--- src/logic/epc_pkg.sv ---
// package of constants shared by both ends of the preset link
package epc_pkg;
    // remote output bit positions
    localparam int MON_SEL_LSB   = 0;              // monitor selection code low bit
    localparam int MON_SEL_W     = 8;              // monitor selection code width
    localparam int LOAD_BIT      = 8;              // position load strobe bit
    localparam int CLEAR_BIT     = 27;             // fault_clear bit
    // remote input bit positions
    localparam int ACK_BIT       = 8;              // load acknowledge input
    localparam int READY_BIT     = 27;             // ready input
    localparam int ERROR_BIT     = 26;             // error input
    // monitor selection codes
    localparam logic [7:0] MON_ERRORS  = 8'h00;    // error information
    localparam logic [7:0] MON_PRESET  = 8'h09;    // preset function selection
    localparam logic [7:0] MON_SCALING = 8'h0c;    // scaling data
    // error information bit positions
    localparam int ERR_SENSOR    = 0;              // sensor error
    localparam int ERR_MEMORY    = 1;              // memory error
    localparam int ERR_HARDWARE  = 2;              // hardware error
    localparam int ERR_SETTING   = 6;              // setting alarm
    // timing
    localparam int CLK_HZ        = 25000000;       // aclk rate
    localparam int HOLD_MS       = 100;            // least level hold of the strobe
    localparam int HOLD_CYC      = CLK_HZ / 1000 * HOLD_MS;   // cycles per strobe level
    localparam int PROC_MS       = 10;             // longest internal processing time
    localparam int PROC_CYC      = CLK_HZ / 1000 * PROC_MS;   // cycles of processing
    localparam int REFRESH_CYC   = 1000;           // link refresh period in cycles
    // reset values
    localparam logic [31:0] SCALE_RST = 32'h2249ffff + 32'h1; // factory scaling data
    // controller register offsets (AXI4-Lite byte addresses)
    localparam logic [7:0] REG_CTRL    = 8'h00;    // bit0 load request, bit1 clear request
    localparam logic [7:0] REG_VALUE   = 8'h04;    // load value to send
    localparam logic [7:0] REG_MONSEL  = 8'h08;    // monitor selection code
    localparam logic [7:0] REG_STATUS  = 8'h0c;    // bit0 busy, bit1 ack, bit2 error, bit3 ready
    localparam logic [7:0] REG_MONDATA = 8'h10;    // monitor data returned
    localparam logic [7:0] REG_POS     = 8'h14;    // position data returned
endpackage : epc_pkg

--- src/logic/epc_link_if.sv ---
// cyclic link between the master controller and the encoder station
`timescale 1ns/1ps
interface epc_link_if;
    logic        refresh;      // one-cycle link refresh pulse, from the master
    logic [31:0] out_bits;     // master output bits
    logic [15:0] word0;        // load value low half
    logic [15:0] word1;        // load value high half
    logic [15:0] word2;        // reserved word
    logic [15:0] word3;        // reserved word
    logic [31:0] in_bits;      // station input bits
    logic [31:0] pos_data;     // station position word
    logic [31:0] mon_data;     // station monitor word
    modport station (input refresh, out_bits, word0, word1, word2, word3,
                     output in_bits, pos_data, mon_data);
    modport master  (output refresh, out_bits, word0, word1, word2, word3,
                     input in_bits, pos_data, mon_data);
endinterface : epc_link_if

--- src/logic/epc_master.sv ---
// master end: AXI4-Lite registers driving the cyclic link
`timescale 1ns/1ps
module epc_master #(
    parameter int HOLD_CYCLES    = epc_pkg::HOLD_CYC,    // strobe level hold, shortenable
    parameter int REFRESH_CYCLES = epc_pkg::REFRESH_CYC  // link refresh period
) (
    input  wire logic        aclk,      // system clock
    input  wire logic        aresetn,   // synchronous reset, active low
    input  wire logic [7:0]  awaddr,    // write address
    input  wire logic        awvalid,   // write address valid
    output logic             awready,   // write address ready
    input  wire logic [31:0] wdata,     // write data
    input  wire logic [3:0]  wstrb,     // write strobes
    input  wire logic        wvalid,    // write data valid
    output logic             wready,    // write data ready
    output logic [1:0]       bresp,     // write response
    output logic             bvalid,    // write response valid
    input  wire logic        bready,    // write response ready
    input  wire logic [7:0]  araddr,    // read address
    input  wire logic        arvalid,   // read address valid
    output logic             arready,   // read address ready
    output logic [31:0]      rdata,     // read data
    output logic [1:0]       rresp,     // read response
    output logic             rvalid,    // read data valid
    input  wire logic        rready,    // read data ready
    epc_link_if.master       link       // cyclic link
);
    import epc_pkg::*;

    typedef enum logic [2:0] {
        ST_IDLE = 3'b001,   // strobe low, waiting
        ST_HIGH = 3'b010,   // strobe held high
        ST_LOW  = 3'b100    // strobe held low before next load
    } epc_load_e;

    epc_load_e   state_r;          // strobe sequencer
    logic [31:0] hold_cnt_r;       // level hold counter
    logic [31:0] refr_cnt_r;       // refresh divider
    logic        req_r;            // load requested by software
    logic        clear_r;          // fault_clear level
    logic [31:0] value_r;          // load value
    logic [7:0]  monsel_r;         // monitor selection code
    logic        strobe_r;         // strobe level driven on the link
    logic        aw_got_r;         // address taken
    logic        w_got_r;          // data taken
    logic [7:0]  aw_addr_r;        // held write address
    logic [31:0] w_data_r;         // held write data
    logic [31:0] in_r;             // sampled station input bits
    logic [31:0] pos_r;            // sampled position
    logic [31:0] mon_r;            // sampled monitor
    logic        wr_fire;          // both halves present

    assign awready = !aw_got_r && !bvalid;
    assign wready  = !w_got_r && !bvalid;
    assign arready = !rvalid;
    assign wr_fire = aw_got_r && w_got_r;

    // write channel capture
    always_ff @(posedge aclk) begin
        if (!aresetn) begin
            aw_got_r  <= 1'b0;
            w_got_r   <= 1'b0;
            aw_addr_r <= 8'h0;
            w_data_r  <= 32'h0;
            bvalid    <= 1'b0;
            bresp     <= 2'h0;
        end else begin
            if (awvalid && awready) begin
                aw_got_r  <= 1'b1;
                aw_addr_r <= awaddr;
            end
            if (wvalid && wready) begin
                w_got_r  <= 1'b1;
                w_data_r <= wdata;
            end
            if (wr_fire) begin
                aw_got_r <= 1'b0;
                w_got_r  <= 1'b0;
                bvalid   <= 1'b1;
                // unmapped or read-only offsets answer slave error
                bresp    <= (aw_addr_r == REG_CTRL || aw_addr_r == REG_VALUE ||
                             aw_addr_r == REG_MONSEL) ? 2'h0 : 2'h2;
            end else if (bvalid && bready) begin
                bvalid <= 1'b0;
            end
        end
    end

    // software registers; the sequencer clears the request once it starts
    always_ff @(posedge aclk) begin
        if (!aresetn) begin
            req_r    <= 1'b0;
            clear_r  <= 1'b0;
            value_r  <= 32'h0;
            monsel_r <= 8'h0;
        end else begin
            if (state_r == ST_IDLE && req_r && refr_cnt_r == 32'h0) begin
                req_r <= 1'b0;
            end
            if (wr_fire && aw_addr_r == REG_CTRL && wstrb_ok(w_data_r)) begin
                req_r   <= w_data_r[0] | req_r;
                clear_r <= w_data_r[1];
            end
            if (wr_fire && aw_addr_r == REG_VALUE) begin
                value_r <= w_data_r;
            end
            if (wr_fire && aw_addr_r == REG_MONSEL) begin
                monsel_r <= w_data_r[7:0];
            end
        end
    end

    // byte enables are ignored; every register is taken as a whole word
    function automatic logic wstrb_ok(input logic [31:0] d);
        wstrb_ok = 1'b1;
    endfunction : wstrb_ok

    // link refresh divider
    always_ff @(posedge aclk) begin
        if (!aresetn) begin
            refr_cnt_r <= 32'h0;
        end else begin
            refr_cnt_r <= (refr_cnt_r >= 32'(REFRESH_CYCLES - 1)) ? 32'h0 : refr_cnt_r + 32'h1;
        end
    end

    // strobe sequencer: value goes out first, each level held its time
    always_ff @(posedge aclk) begin
        if (!aresetn) begin
            state_r    <= ST_IDLE;
            strobe_r   <= 1'b0;
            hold_cnt_r <= 32'h0;
        end else begin
            case (state_r)
                ST_IDLE: begin
                    // raise only on a refresh boundary after the value is already out
                    if (req_r && refr_cnt_r == 32'h0) begin
                        strobe_r   <= 1'b1;
                        hold_cnt_r <= 32'h0;
                        state_r    <= ST_HIGH;
                    end
                end
                ST_HIGH: begin
                    if (hold_cnt_r >= 32'(HOLD_CYCLES - 1)) begin
                        strobe_r   <= 1'b0;
                        hold_cnt_r <= 32'h0;
                        state_r    <= ST_LOW;
                    end else begin
                        hold_cnt_r <= hold_cnt_r + 32'h1;
                    end
                end
                ST_LOW: begin
                    if (hold_cnt_r >= 32'(HOLD_CYCLES - 1)) begin
                        state_r <= ST_IDLE;
                    end else begin
                        hold_cnt_r <= hold_cnt_r + 32'h1;
                    end
                end
                default: state_r <= ST_IDLE;
            endcase
        end
    end

    // link image: reserved bits and words are always zero
    always_comb begin
        link.out_bits                           = 32'h0;
        link.out_bits[MON_SEL_LSB +: MON_SEL_W] = monsel_r;
        link.out_bits[LOAD_BIT]                 = strobe_r;
        link.out_bits[CLEAR_BIT]                = clear_r;
    end
    assign link.word0   = value_r[15:0];
    assign link.word1   = value_r[31:16];
    assign link.word2   = 16'h0;
    assign link.word3   = 16'h0;
    assign link.refresh = (refr_cnt_r == 32'h0);

    // sample station replies at each refresh
    always_ff @(posedge aclk) begin
        if (!aresetn) begin
            in_r  <= 32'h0;
            pos_r <= 32'h0;
            mon_r <= 32'h0;
        end else if (refr_cnt_r == 32'h0) begin
            in_r  <= link.in_bits;
            pos_r <= link.pos_data;
            mon_r <= link.mon_data;
        end
    end

    // read channel: one cycle after the address is taken
    always_ff @(posedge aclk) begin
        if (!aresetn) begin
            rvalid <= 1'b0;
            rdata  <= 32'h0;
            rresp  <= 2'h0;
        end else if (arvalid && arready) begin
            rvalid <= 1'b1;
            rresp  <= 2'h0;
            case (araddr)
                REG_CTRL:    rdata <= {30'h0, clear_r, req_r};
                REG_VALUE:   rdata <= value_r;
                REG_MONSEL:  rdata <= {24'h0, monsel_r};
                REG_STATUS:  rdata <= {28'h0, in_r[READY_BIT], in_r[ERROR_BIT], in_r[ACK_BIT],
                                       (state_r != ST_IDLE) || req_r};
                REG_MONDATA: rdata <= mon_r;
                REG_POS:     rdata <= pos_r;
                default: begin
                    rdata <= 32'h0;
                    rresp <= 2'h2;
                end
            endcase
        end else if (rvalid && rready) begin
            rvalid <= 1'b0;
        end
    end
endmodule : epc_master

--- src/flat_wrapper.sv ---
// flat-port wrapper written by rule: the top's interface ports become plain ports
module epc_master_flat import epc_pkg::*;
#(
    parameter int HOLD_CYCLES    = epc_pkg::HOLD_CYC,                                     
    parameter int REFRESH_CYCLES = epc_pkg::REFRESH_CYC                        
)
  (aclk, aresetn, awaddr, awvalid, awready, wdata, wstrb, wvalid, wready, bresp, bvalid, bready, araddr, arvalid, arready, rdata, rresp, rvalid, rready, link_refresh, link_out_bits, link_word0, link_word1, link_word2, link_word3, link_in_bits, link_pos_data, link_mon_data);
  epc_link_if link_i ();
  input  wire logic aclk;
  input  wire logic aresetn;
  input  wire logic [7:0] awaddr;
  input  wire logic awvalid;
  output logic awready;
  input  wire logic [31:0] wdata;
  input  wire logic [3:0] wstrb;
  input  wire logic wvalid;
  output logic wready;
  output logic [1:0] bresp;
  output logic bvalid;
  input  wire logic bready;
  input  wire logic [7:0] araddr;
  input  wire logic arvalid;
  output logic arready;
  output logic [31:0] rdata;
  output logic [1:0] rresp;
  output logic rvalid;
  input  wire logic rready;
  output wire logic [$bits(link_i.refresh)-1:0] link_refresh;
  output wire logic [$bits(link_i.out_bits)-1:0] link_out_bits;
  output wire logic [$bits(link_i.word0)-1:0] link_word0;
  output wire logic [$bits(link_i.word1)-1:0] link_word1;
  output wire logic [$bits(link_i.word2)-1:0] link_word2;
  output wire logic [$bits(link_i.word3)-1:0] link_word3;
  input wire logic [$bits(link_i.in_bits)-1:0] link_in_bits;
  input wire logic [$bits(link_i.pos_data)-1:0] link_pos_data;
  input wire logic [$bits(link_i.mon_data)-1:0] link_mon_data;
  assign link_refresh = link_i.refresh;
  assign link_out_bits = link_i.out_bits;
  assign link_word0 = link_i.word0;
  assign link_word1 = link_i.word1;
  assign link_word2 = link_i.word2;
  assign link_word3 = link_i.word3;
  assign link_i.in_bits = link_in_bits;
  assign link_i.pos_data = link_pos_data;
  assign link_i.mon_data = link_mon_data;
  epc_master #(.HOLD_CYCLES(HOLD_CYCLES), .REFRESH_CYCLES(REFRESH_CYCLES)) u_core (.aclk(aclk), .aresetn(aresetn), .awaddr(awaddr), .awvalid(awvalid), .awready(awready), .wdata(wdata), .wstrb(wstrb), .wvalid(wvalid), .wready(wready), .bresp(bresp), .bvalid(bvalid), .bready(bready), .araddr(araddr), .arvalid(arvalid), .arready(arready), .rdata(rdata), .rresp(rresp), .rvalid(rvalid), .rready(rready), .link(link_i));
endmodule
--- config.mk ---
export PLATFORM = sky130hd
export DESIGN_NAME = epc_master_flat
export DESIGN_NICKNAME = d
export VERILOG_FILES = /design/src/logic/epc_pkg.sv /design/src/logic/epc_link_if.sv /design/src/logic/epc_master.sv /design/src/flat_wrapper.sv
export SDC_FILE = /design/constraint.sdc
export NUM_CORES = 1
export LEC_CHECK = 0
export ABC_AREA = 0
export CORE_MARGIN = 1.5
export CORE_UTILIZATION = 68
export CTS_CLUSTER_DIAMETER = 120
export CTS_CLUSTER_SIZE = 28
export DETAILED_ROUTE_END_ITERATION = 7
export DONT_BUFFER_PORTS = 1
export PLACE_DENSITY = 0.84
export SYNTH_ARGS = -nofsm -noshare
export SYNTH_HDL_FRONTEND = slang
export SYNTH_SLANG_ARGS = --single-unit
--- constraint.sdc ---
create_clock -name aclk -period 4.55 [get_ports aclk]
set_input_delay 0.91 -clock aclk [delete_from_list [all_inputs] [get_ports aclk]]
set_output_delay 0.91 -clock aclk [all_outputs]
set_load 0.05 [all_outputs]
======== Yosys cells after proc, flatten, opt, wreduce, memory -nomap -nowiden ========
Index checks and enable logic that the tools add are counted.
operators by class
  $add $sub $neg .......................... 2
  $lt $le $gt $ge ......................... 2
  equal/unequal tests ..................... 15
  multiplexer cells ....................... 20
  bitwise operators ....................... 2
  reduce and logical (&&, ||, !) cells .... 35
operators by type and width
  operator                                                count
  case mux 32 bit (6 select lines)                        1
  two-way mux 32 bit                                      3
  case mux 32 bit (3 select lines)                        1
  adder 32 x 1 -> 32 bit (second input constant)          2
  >= comparator 32 x 10 -> 1 bit (second input constant)  1
  >= comparator 32 x 22 -> 1 bit (second input constant)  1
  logical NOT 32 bit                                      1
  == test 8 x 4 -> 1 bit (second input constant)          3
  == test 8 x 3 -> 1 bit (second input constant)          2
  == test 8 x 5 -> 1 bit (second input constant)          2
  logical NOT 8 bit                                       2
  logical AND 1 bit                                       14
  two-way mux 3 bit                                       3
  case mux 3 bit (3 select lines)                         1
  AND reduction 3 bit                                     3
  two-way mux 1 bit                                       8
  nonzero test 2 bit                                      4
  OR reduction 6 bit                                      1
  logical NOT 1 bit                                       4
  two-way mux 2 bit                                       2
  inequality test 2 x 1 -> 1 bit (second input constant)  2
  inequality test 2 bit (second input constant)           2
  OR reduction 2 bit                                      2
  == test 3 x 1 -> 1 bit (second input constant)          1
  8 further kinds                                         10
word-level totals
  bits in registers ....................... 282
  input port bits ......................... 155
  output and inout port bits .............. 138
  logic and storage cells ................. 96

======== Longest topological paths before layout ========
Gate-level depths: netlist (run 1).
  depth after elaboration ................. 5
  mapped depth ............................ 10
  gate-level depth less buffers ........... 8

======== Least setup slack after synthesis (run 1) ========
OpenSTA, ideal clock, no wires.
  kind .................................... register -> output
  start point ............................. register u_core.refr_cnt_r[0]
  end point ............................... output link_refresh
  arrival ................................. 2.000 ns
  data required time ...................... 3.640 ns
  setup slack ............................. 1.640 ns
  cell stages (with the launch flop) ...... 6
  buffers on the path ..................... 0
  cells stage by stage .................... dfxtp_1 -> inv_1 -> ha_1 -> nor4b_1 -> nand2_1 -> nor3_1
on the way
  cells in the longest elaborated chain, start to end .. 1
ends and longest elaborated chain
  element                 line                text
  from (decl)             epc_master.sv:38    logic [31:0] refr_cnt_r;
  from (signal assigned)  epc_master.sv:123   refr_cnt_r <= (refr_cnt_r >= 32'(REFRESH_CYCLES - 1)) ? 32'h0 : refr_cnt_r + 32'h1;
  logical NOT 32 bit      epc_master.sv:175   assign link.refresh = (refr_cnt_r == 32'h0);
  to (decl)               flat_wrapper.sv:28  output wire logic [$bits(link_i.refresh)-1:0] link_refresh;
Every way passes these cells.

======== Worst setup path in the final report (run 1) ========
Same ends and word-level chain as after synthesis.

==> impl_metrics.py, run 1 <==
metrics = {
    "synthesis": {
        "synth_flop_cell": "dfxtp_1",
        "yosysSeqAreaShare_pct": 47.7,
        "synth_enable_flop_cells": 0,
        "synthCells": 1288,
        "syn-cell-area_mm2": 0.0107,
        "ys_warn_count": 0,
        "async_reset_ff_share_pct": 0,
        "yosys_register_bits": 255,
        "synthDistinctLibCells": 59,
        "avgSynthCellArea_um2": 8.31,
    },
    "cells_and_area": {
        "layout-drive-gt1-share_pct": 7.04,
        "fin_cells": 1461,
        "final_core_util_pct": 71.6,
        "area_growth_pct": 2.44,
        "finish.net_count": 1408,
        "n_antenna_cell": 0,
    },
    "clocking": {
        "htreeDepth": 1,
        "cts_root_buf": "clkbuf_16",
        "cts_setup_buffers": 0,
        "cts_hold_buffers": 0,
        "cts_tree": "done",
        "clk_latency_ns": 0.48,
        "clock_sinks": 255,
        "path_clk_slew_ns": 0.11,
        "numCtsBuffers": 13,
        "cts_resized": 0,
        "clockBufferDepth": 3,
    },
    "setup_path": {
        "worstReg2RegEnd": "u_core.hold_cnt_r[25]$_SDFFE_PN0P_",
        "reg2reg_from": "u_core.hold_cnt_r[0]$_SDFFE_PN0P_",
        "worstSetupEndpoint": "link_refresh",
        "r2r_cells": 8,
        "cp-end-kind": "primary output",
        "rrSetupSlack_ns": 1.73,
        "critPathMaxFanout": 5,
        "required_ns": 3.64,
        "critPathLaunch": "u_core.refr_cnt_r[0]$_SDFF_PP0_",
        "critPathKind": "flop to primary output",
        "crit_path_start_kind": "flop",
        "arrival_ns": 2.34,
    },
    "global_route": {
        "grt_max_degree": 90,
        "grt_pass1_wl_mm": 38.8,
        "grt_pass1_vias": 7559,
        "grt-ovfl-total": 0,
        "grt_antenna_before_repair": 0,
        "grtUsageTotal_pct": 29.5,
    },
    "floorplanning": {
        "initial_core_util_pct": 69.9,
        "die_h_um": 128,
        "die-width_um": 128,
        "rows": 45,
        "die_area_mm2": 0.0165,
        "core_mm2": 0.0153,
        "num_io_pins": 293,
    },
    "pwr": {
        "p_total_mw": 3.79,
        "p_per_area_mw_per_mm2": 346,
        "leakage_nw": 3.90,
        "ir_drop_uv": 331,
    },
    "placed_design": {
        "port_buffers": 0,
        "gp_congestion": 0.822,
        "detailed_place_hpwl_mm": 16.6,
        "dp_cells": 1446,
    },
    "route": {
        "post_drt_wl_per_cell_um": 17.5,
        "viasPerCell": 5.86,
        "vias": 8555,
        "ant_nets": 0,
        "dr.first_iter.drc_count": 622,
        "drc": 0,
        "routed_wl_mm": 25.6,
        "dr.pass1.iters": 5,
    },
    "sta": {
        "hold_violations": 0,
        "tightest_slew_ns": 1.06,
        "rsz0062_at_grt": "false",
        "relSlewSlack_pct": 29.2,
        "finalSetupTns_ns": 0,
        "skew_ns": 0.0309,
        "whs_ns": 0.441,
        "min_period_ns": 3.25,
        "slew_violations": 0,
        "max_freq_mhz": 307,
        "fin_crit_sh_pct": 71.5,
        "setup_violations": 0,
    },
    "worst_hold_path": {
        "hp-start": "u_core.state_r[0]$_SDFFE_PN1P_",
        "hp-class": "flop to flop",
    },
    "run_status": {
        "status": "complete, no violations",
    },
    "job": {
        "maxCapViolCount": 0,
    },
}
metrics by stage:
step / setup WS, ns / cell area [µm²]
after global routing: 1.17 / 11000
after global placement: 1.86 / 10600
after CTS: 1.28 / 11000
final: 1.30 / 11000
after detailed placement: 1.79 / 10600
after floorplan: 1.64 / 11000
flip-flops by register name, indices dropped and copies added, names as in the netlist:
| register | flops |
|---|---|
| u_core.req_r | 1 |
| u_core.aw_got_r | 1 |
| u_core.bresp | 1 |
| u_core.w_data_r | 32 |
| u_core.bvalid | 1 |
| u_core.refr_cnt_r | 32 |
| u_core.strobe_r | 1 |
| u_core.w_got_r | 1 |
| u_core.rvalid | 1 |
| u_core.value_r | 32 |
| u_core.hold_cnt_r | 32 |
| u_core.monsel_r | 8 |
| u_core.rresp | 1 |
| u_core.in_r | 3 |
| u_core.rdata | 32 |
| u_core.aw_addr_r | 8 |
| u_core.clear_r | 1 |
| u_core.mon_r | 32 |
| u_core.pos_r | 32 |
| u_core.state_r | 3 |
worst min-delay path by stage:
stage	end	slack, ns	cells past startpoint
final	u_core.state_r[2]$_SDFFE_PN0P_	0.44	1
after global routing	u_core.state_r[2]$_SDFFE_PN0P_	0.46	1
after CTS	u_core.state_r[2]$_SDFFE_PN0P_	0.45	1
after detailed placement	u_core.state_r[2]$_SDFFE_PN0P_	0.43	1
after global placement	u_core.state_r[2]$_SDFFE_PN0P_	0.42	1
after floorplan	u_core.state_r[2]$_SDFFE_PN0P_	0.40	1
worst max-delay path, stage by stage (launching register included):
cell,delay [ns]
dfxtp_1,0.36
inv_1,0.07
ha_1,0.14
nor4b_1,0.35
nand2_1,0.12
nor3_2,0.82
placed cells by master (no fill, tap or decap), drive strengths merged, types with 2 or more instances in the layout:
| cell | count |
|---|---|
| buf | 14 |
| a211o | 2 |
| dfxtp | 255 |
| and2 | 36 |
| ha | 3 |
| o2111ai | 2 |
| and4 | 5 |
| conb | 78 |
| o211ai | 14 |
| nand2b | 4 |
| nor2 | 57 |
| nand2 | 335 |
| nor3 | 7 |
| a222oi | 5 |
| xor2 | 4 |
| o21ai | 48 |
| a21oi | 163 |
| inv | 10 |
| a211oi | 3 |
| nor4 | 10 |
| nor4b | 5 |
| mux2 | 35 |
| and3 | 16 |
| nand3 | 31 |
| a31oi | 5 |
| mux2i | 23 |
| a32oi | 3 |
| nor2b | 5 |
| a21boi | 4 |
| nand4 | 8 |
| a21o | 5 |
| clkbuf | 13 |
| xnor2 | 3 |
| a22oi | 25 |
per-layer routing:
layer / track usage, % / up-vias / share of wire, %
met4: 9.91 / 0 / 2.7
met3: 7.28 / 45 / 10
met2: 50.3 / 368 / 48
met1: 36.9 / 4000 / 40
li1: - / 4142 / -
met5: 0 / - / 0
final cells by class:
type / count / area (µm²)
clock buffer: 13 / 325
timing repair buffer: 14 / 118
inverter: 9 / 36.3
sequential: 255 / 5100
fill: 1255 / 4350
tap: 211 / 264
multi-input combinational: 957 / 5080
clock inverter: 2 / 38.8
Yosys cell counts, types with 6 or more instances:
master	count	share of area (%)
and2_1	36	2.1
o211ai_1	14	0.98
and3_1	16	0.94
nand4_1	7	0.41
nor3_1	6	0.28
buf_2	14	0.65
dfxtp_1	255	48
inv_1	9	0.32
clkbuf_1	64	2.2
a21oi_2	11	0.90
mux2_2	35	3.7
nand3_1	31	1.4
mux2i_1	23	2.2
nor4_1	10	0.58
a21oi_1	152	7.1
o21ai_0	47	2.2
buf_4	61	4.3
nor2_1	57	2.0
a22oi_1	25	1.8
nand2_1	335	12
where the power goes:
part           internal [mW]  switching (mW)  total (mW)
Combinational         0.0420           0.210       0.252
Sequential              2.27          0.0308        2.30
Clock                  0.536           0.703        1.24
kinds of logic after synthesis:
group | synth area share, %
adder cells (fa/ha/maj) | 0.351
other | 0.0350
buffers and inverters | 7.81
XOR/XNOR | 0.573
AND/OR/NAND/NOR | 21.6
AO/OA/AOI/OAI | 16.1
flip-flops | 47.7
multiplexers | 5.83
Power figures use the tool's default switching activity.
==> run 2, diff against run 1 <==
--- a/config.mk
+++ b/config.mk
@@ -7,12 +7,12 @@
 export LEC_CHECK = 0
 export ABC_AREA = 0
 export CORE_MARGIN = 1.5
-export CORE_UTILIZATION = 68
+export CORE_UTILIZATION = 63
 export CTS_CLUSTER_DIAMETER = 120
 export CTS_CLUSTER_SIZE = 28
 export DETAILED_ROUTE_END_ITERATION = 7
 export DONT_BUFFER_PORTS = 1
-export PLACE_DENSITY = 0.84
+export PLACE_DENSITY = 0.79
 export SYNTH_ARGS = -nofsm -noshare
 export SYNTH_HDL_FRONTEND = slang
 export SYNTH_SLANG_ARGS = --single-unit
==> constraint.sdc (replaced) <==
create_clock -name aclk -period 3.13 [get_ports aclk]
set_input_delay 0.626 -clock aclk [delete_from_list [all_inputs] [get_ports aclk]]
set_output_delay 0.626 -clock aclk [all_outputs]
set_load 0.05 [all_outputs]
==> impl_metrics.py, run 2 (synthesis results as in run 1) <==
metrics = {
    "worst_hold_path": {
        "hp-class": "input port to flop",
        "whs_path_depth": 1,
    },
    "clocking": {
        "htreeDepth": 1,
        "path_clk_slew_ns": 0.11,
        "clock_sinks": 255,
        "cts_hold_buffers": 0,
        "cts_root_buf": "clkbuf_16",
        "cts_resized": 0,
        "clk_latency_ns": 0.49,
        "numCtsBuffers": 13,
        "clockBufferDepth": 3,
        "cts_setup_buffers": 0,
        "cts_tree": "done",
    },
    "setup_path": {
        "crit_path_start_kind": "flop",
        "arrival_ns": 3.01,
        "cp-end-kind": "flop",
        "r2r_cells": 9,
        "critPathKind": "flop to flop",
        "critPathMaxFanout": 68,
        "required_ns": 3.48,
    },
    "floorplanning": {
        "initial_core_util_pct": 64.6,
        "num_io_pins": 293,
        "core_mm2": 0.0166,
        "die_h_um": 133,
        "die_area_mm2": 0.0178,
        "rows": 47,
        "die-width_um": 133,
    },
    "placed_design": {
        "detailed_place_hpwl_mm": 16.8,
        "gp_congestion": 0.813,
        "port_buffers": 0,
        "dpl_cell_area_mm2": 0.0107,
    },
    "global_route": {
        "grt_pass1_wl_mm": 41.0,
        "grt_pass1_vias": 7903,
        "grt_max_degree": 69,
        "grt_antenna_before_repair": 0,
        "grt-ovfl-total": 0,
        "grtUsageTotal_pct": 28.7,
    },
    "sta": {
        "max_freq_mhz": 377,
        "skew_ns": 0.0280,
        "fin_crit_sh_pct": 84.8,
        "min_period_ns": 2.65,
        "setup_violations": 0,
        "relSlewSlack_pct": 17.9,
        "slew_violations": 0,
        "tightest_slew_ns": 1.23,
        "finalSetupTns_ns": 0,
        "hold_violations": 0,
        "rsz0062_at_grt": "false",
    },
    "pwr": {
        "p_per_area_mw_per_mm2": 501,
        "ir_drop_uv": 520,
        "leakage_nw": 3.94,
        "p_total_mw": 5.53,
    },
    "cells_and_area": {
        "final_cell_mix": "nand2_1, dfxtp_1, a21oi_1, conb_1, nor2_1",
        "area_growth_pct": 3.13,
        "layout-drive-gt1-share_pct": 7.78,
        "final_common_cell": "nand2_1",
        "finalInstanceArea_mm2": 0.0110,
        "finish.net_count": 1418,
        "final_core_util_pct": 66.6,
        "n_antenna_cell": 0,
    },
    "route": {
        "maxUsedRoutingLayer": "met4",
        "vias": 8562,
        "met3_length_mm": 2.45,
        "dr.pass1.iters": 5,
        "dr.first_iter.drc_count": 781,
        "drt-met1-wl_mm": 10.2,
        "routed_wl_mm": 26.0,
        "wl_met2_mm": 12.5,
        "ant_nets": 0,
        "drc": 0,
        "post_drt_wl_per_cell_um": 17.6,
        "viasPerCell": 5.79,
    },
    "run_status": {
        "status": "complete, no violations",
    },
    "job": {
        "maxCapViolCount": 0,
    },
}
-- run 2: cell count changes in the layout (fill, tap and decap cells not counted) --
cell,before,now
buf_4,13,24
buf_12,1,0
-- run 2: layer usage --
layer,track usage [%],up-vias
met4,9.90,0
met3,7.19,54
met1,35.2,3992
li1,-,4161
met2,49.3,355
met5,0,-
-- run 2: final timing paths --
kind,slack (ns),end,from
hold reg to reg,0.42,u_core.state_r[2]$_SDFFE_PN0P_,u_core.state_r[0]$_SDFFE_PN1P_
setup / recovery,0.48,u_core.req_r$_SDFFE_PN0P_,u_core.refr_cnt_r[0]$_SDFF_PP0_
setup reg to reg,0.48,u_core.req_r$_SDFFE_PN0P_,u_core.refr_cnt_r[0]$_SDFF_PP0_
hold / removal,0.24,u_core.rvalid$_SDFFE_PN0P_,rready
-- run 2: worst max-delay path, cell delays in order, from the launching register on --
cell and delay, ns:
dfxtp_1 0.35, inv_1 0.07, ha_1 0.13, nor4b_1 0.36, nand3_1 0.21, nor3_4 0.22
buf_4 0.65, nand3_1 0.20, o21ai_0 0.23, a21oi_1 0.08
-- run 2: through the flow --
step           instances  hold slack (ns)  setup slack, ns
6_report            1480            0.244            0.477
5_1_grt             1480            0.223            0.220
4_1_cts             1480            0.220            0.461
3_5_place_dp        1465            0.414            0.501
3_3_place_gp        1465            0.421            0.582
2_1_floorplan       1365            0.400            0.504
-- run 2: layout make-up --
type                            count  area [µm²]
Clock buffer                       13         325
Inverter                            9        36.3
Timing Repair Buffer               24         180
Sequential cell                   255        5100
Fill cell                        1415        5540
Tap cell                          220         275
Clock inverter                      2        38.8
Multi-Input combinational cell    957        5080
-- run 2: power by group --
part / total, mW / leakage [nW] / internal, mW / switching, mW
Combinational: 0.383 / 1.69 / 0.0678 / 0.315
Clock: 1.81 / 0.176 / 0.779 / 1.03
Sequential: 3.34 / 2.07 / 3.30 / 0.0405
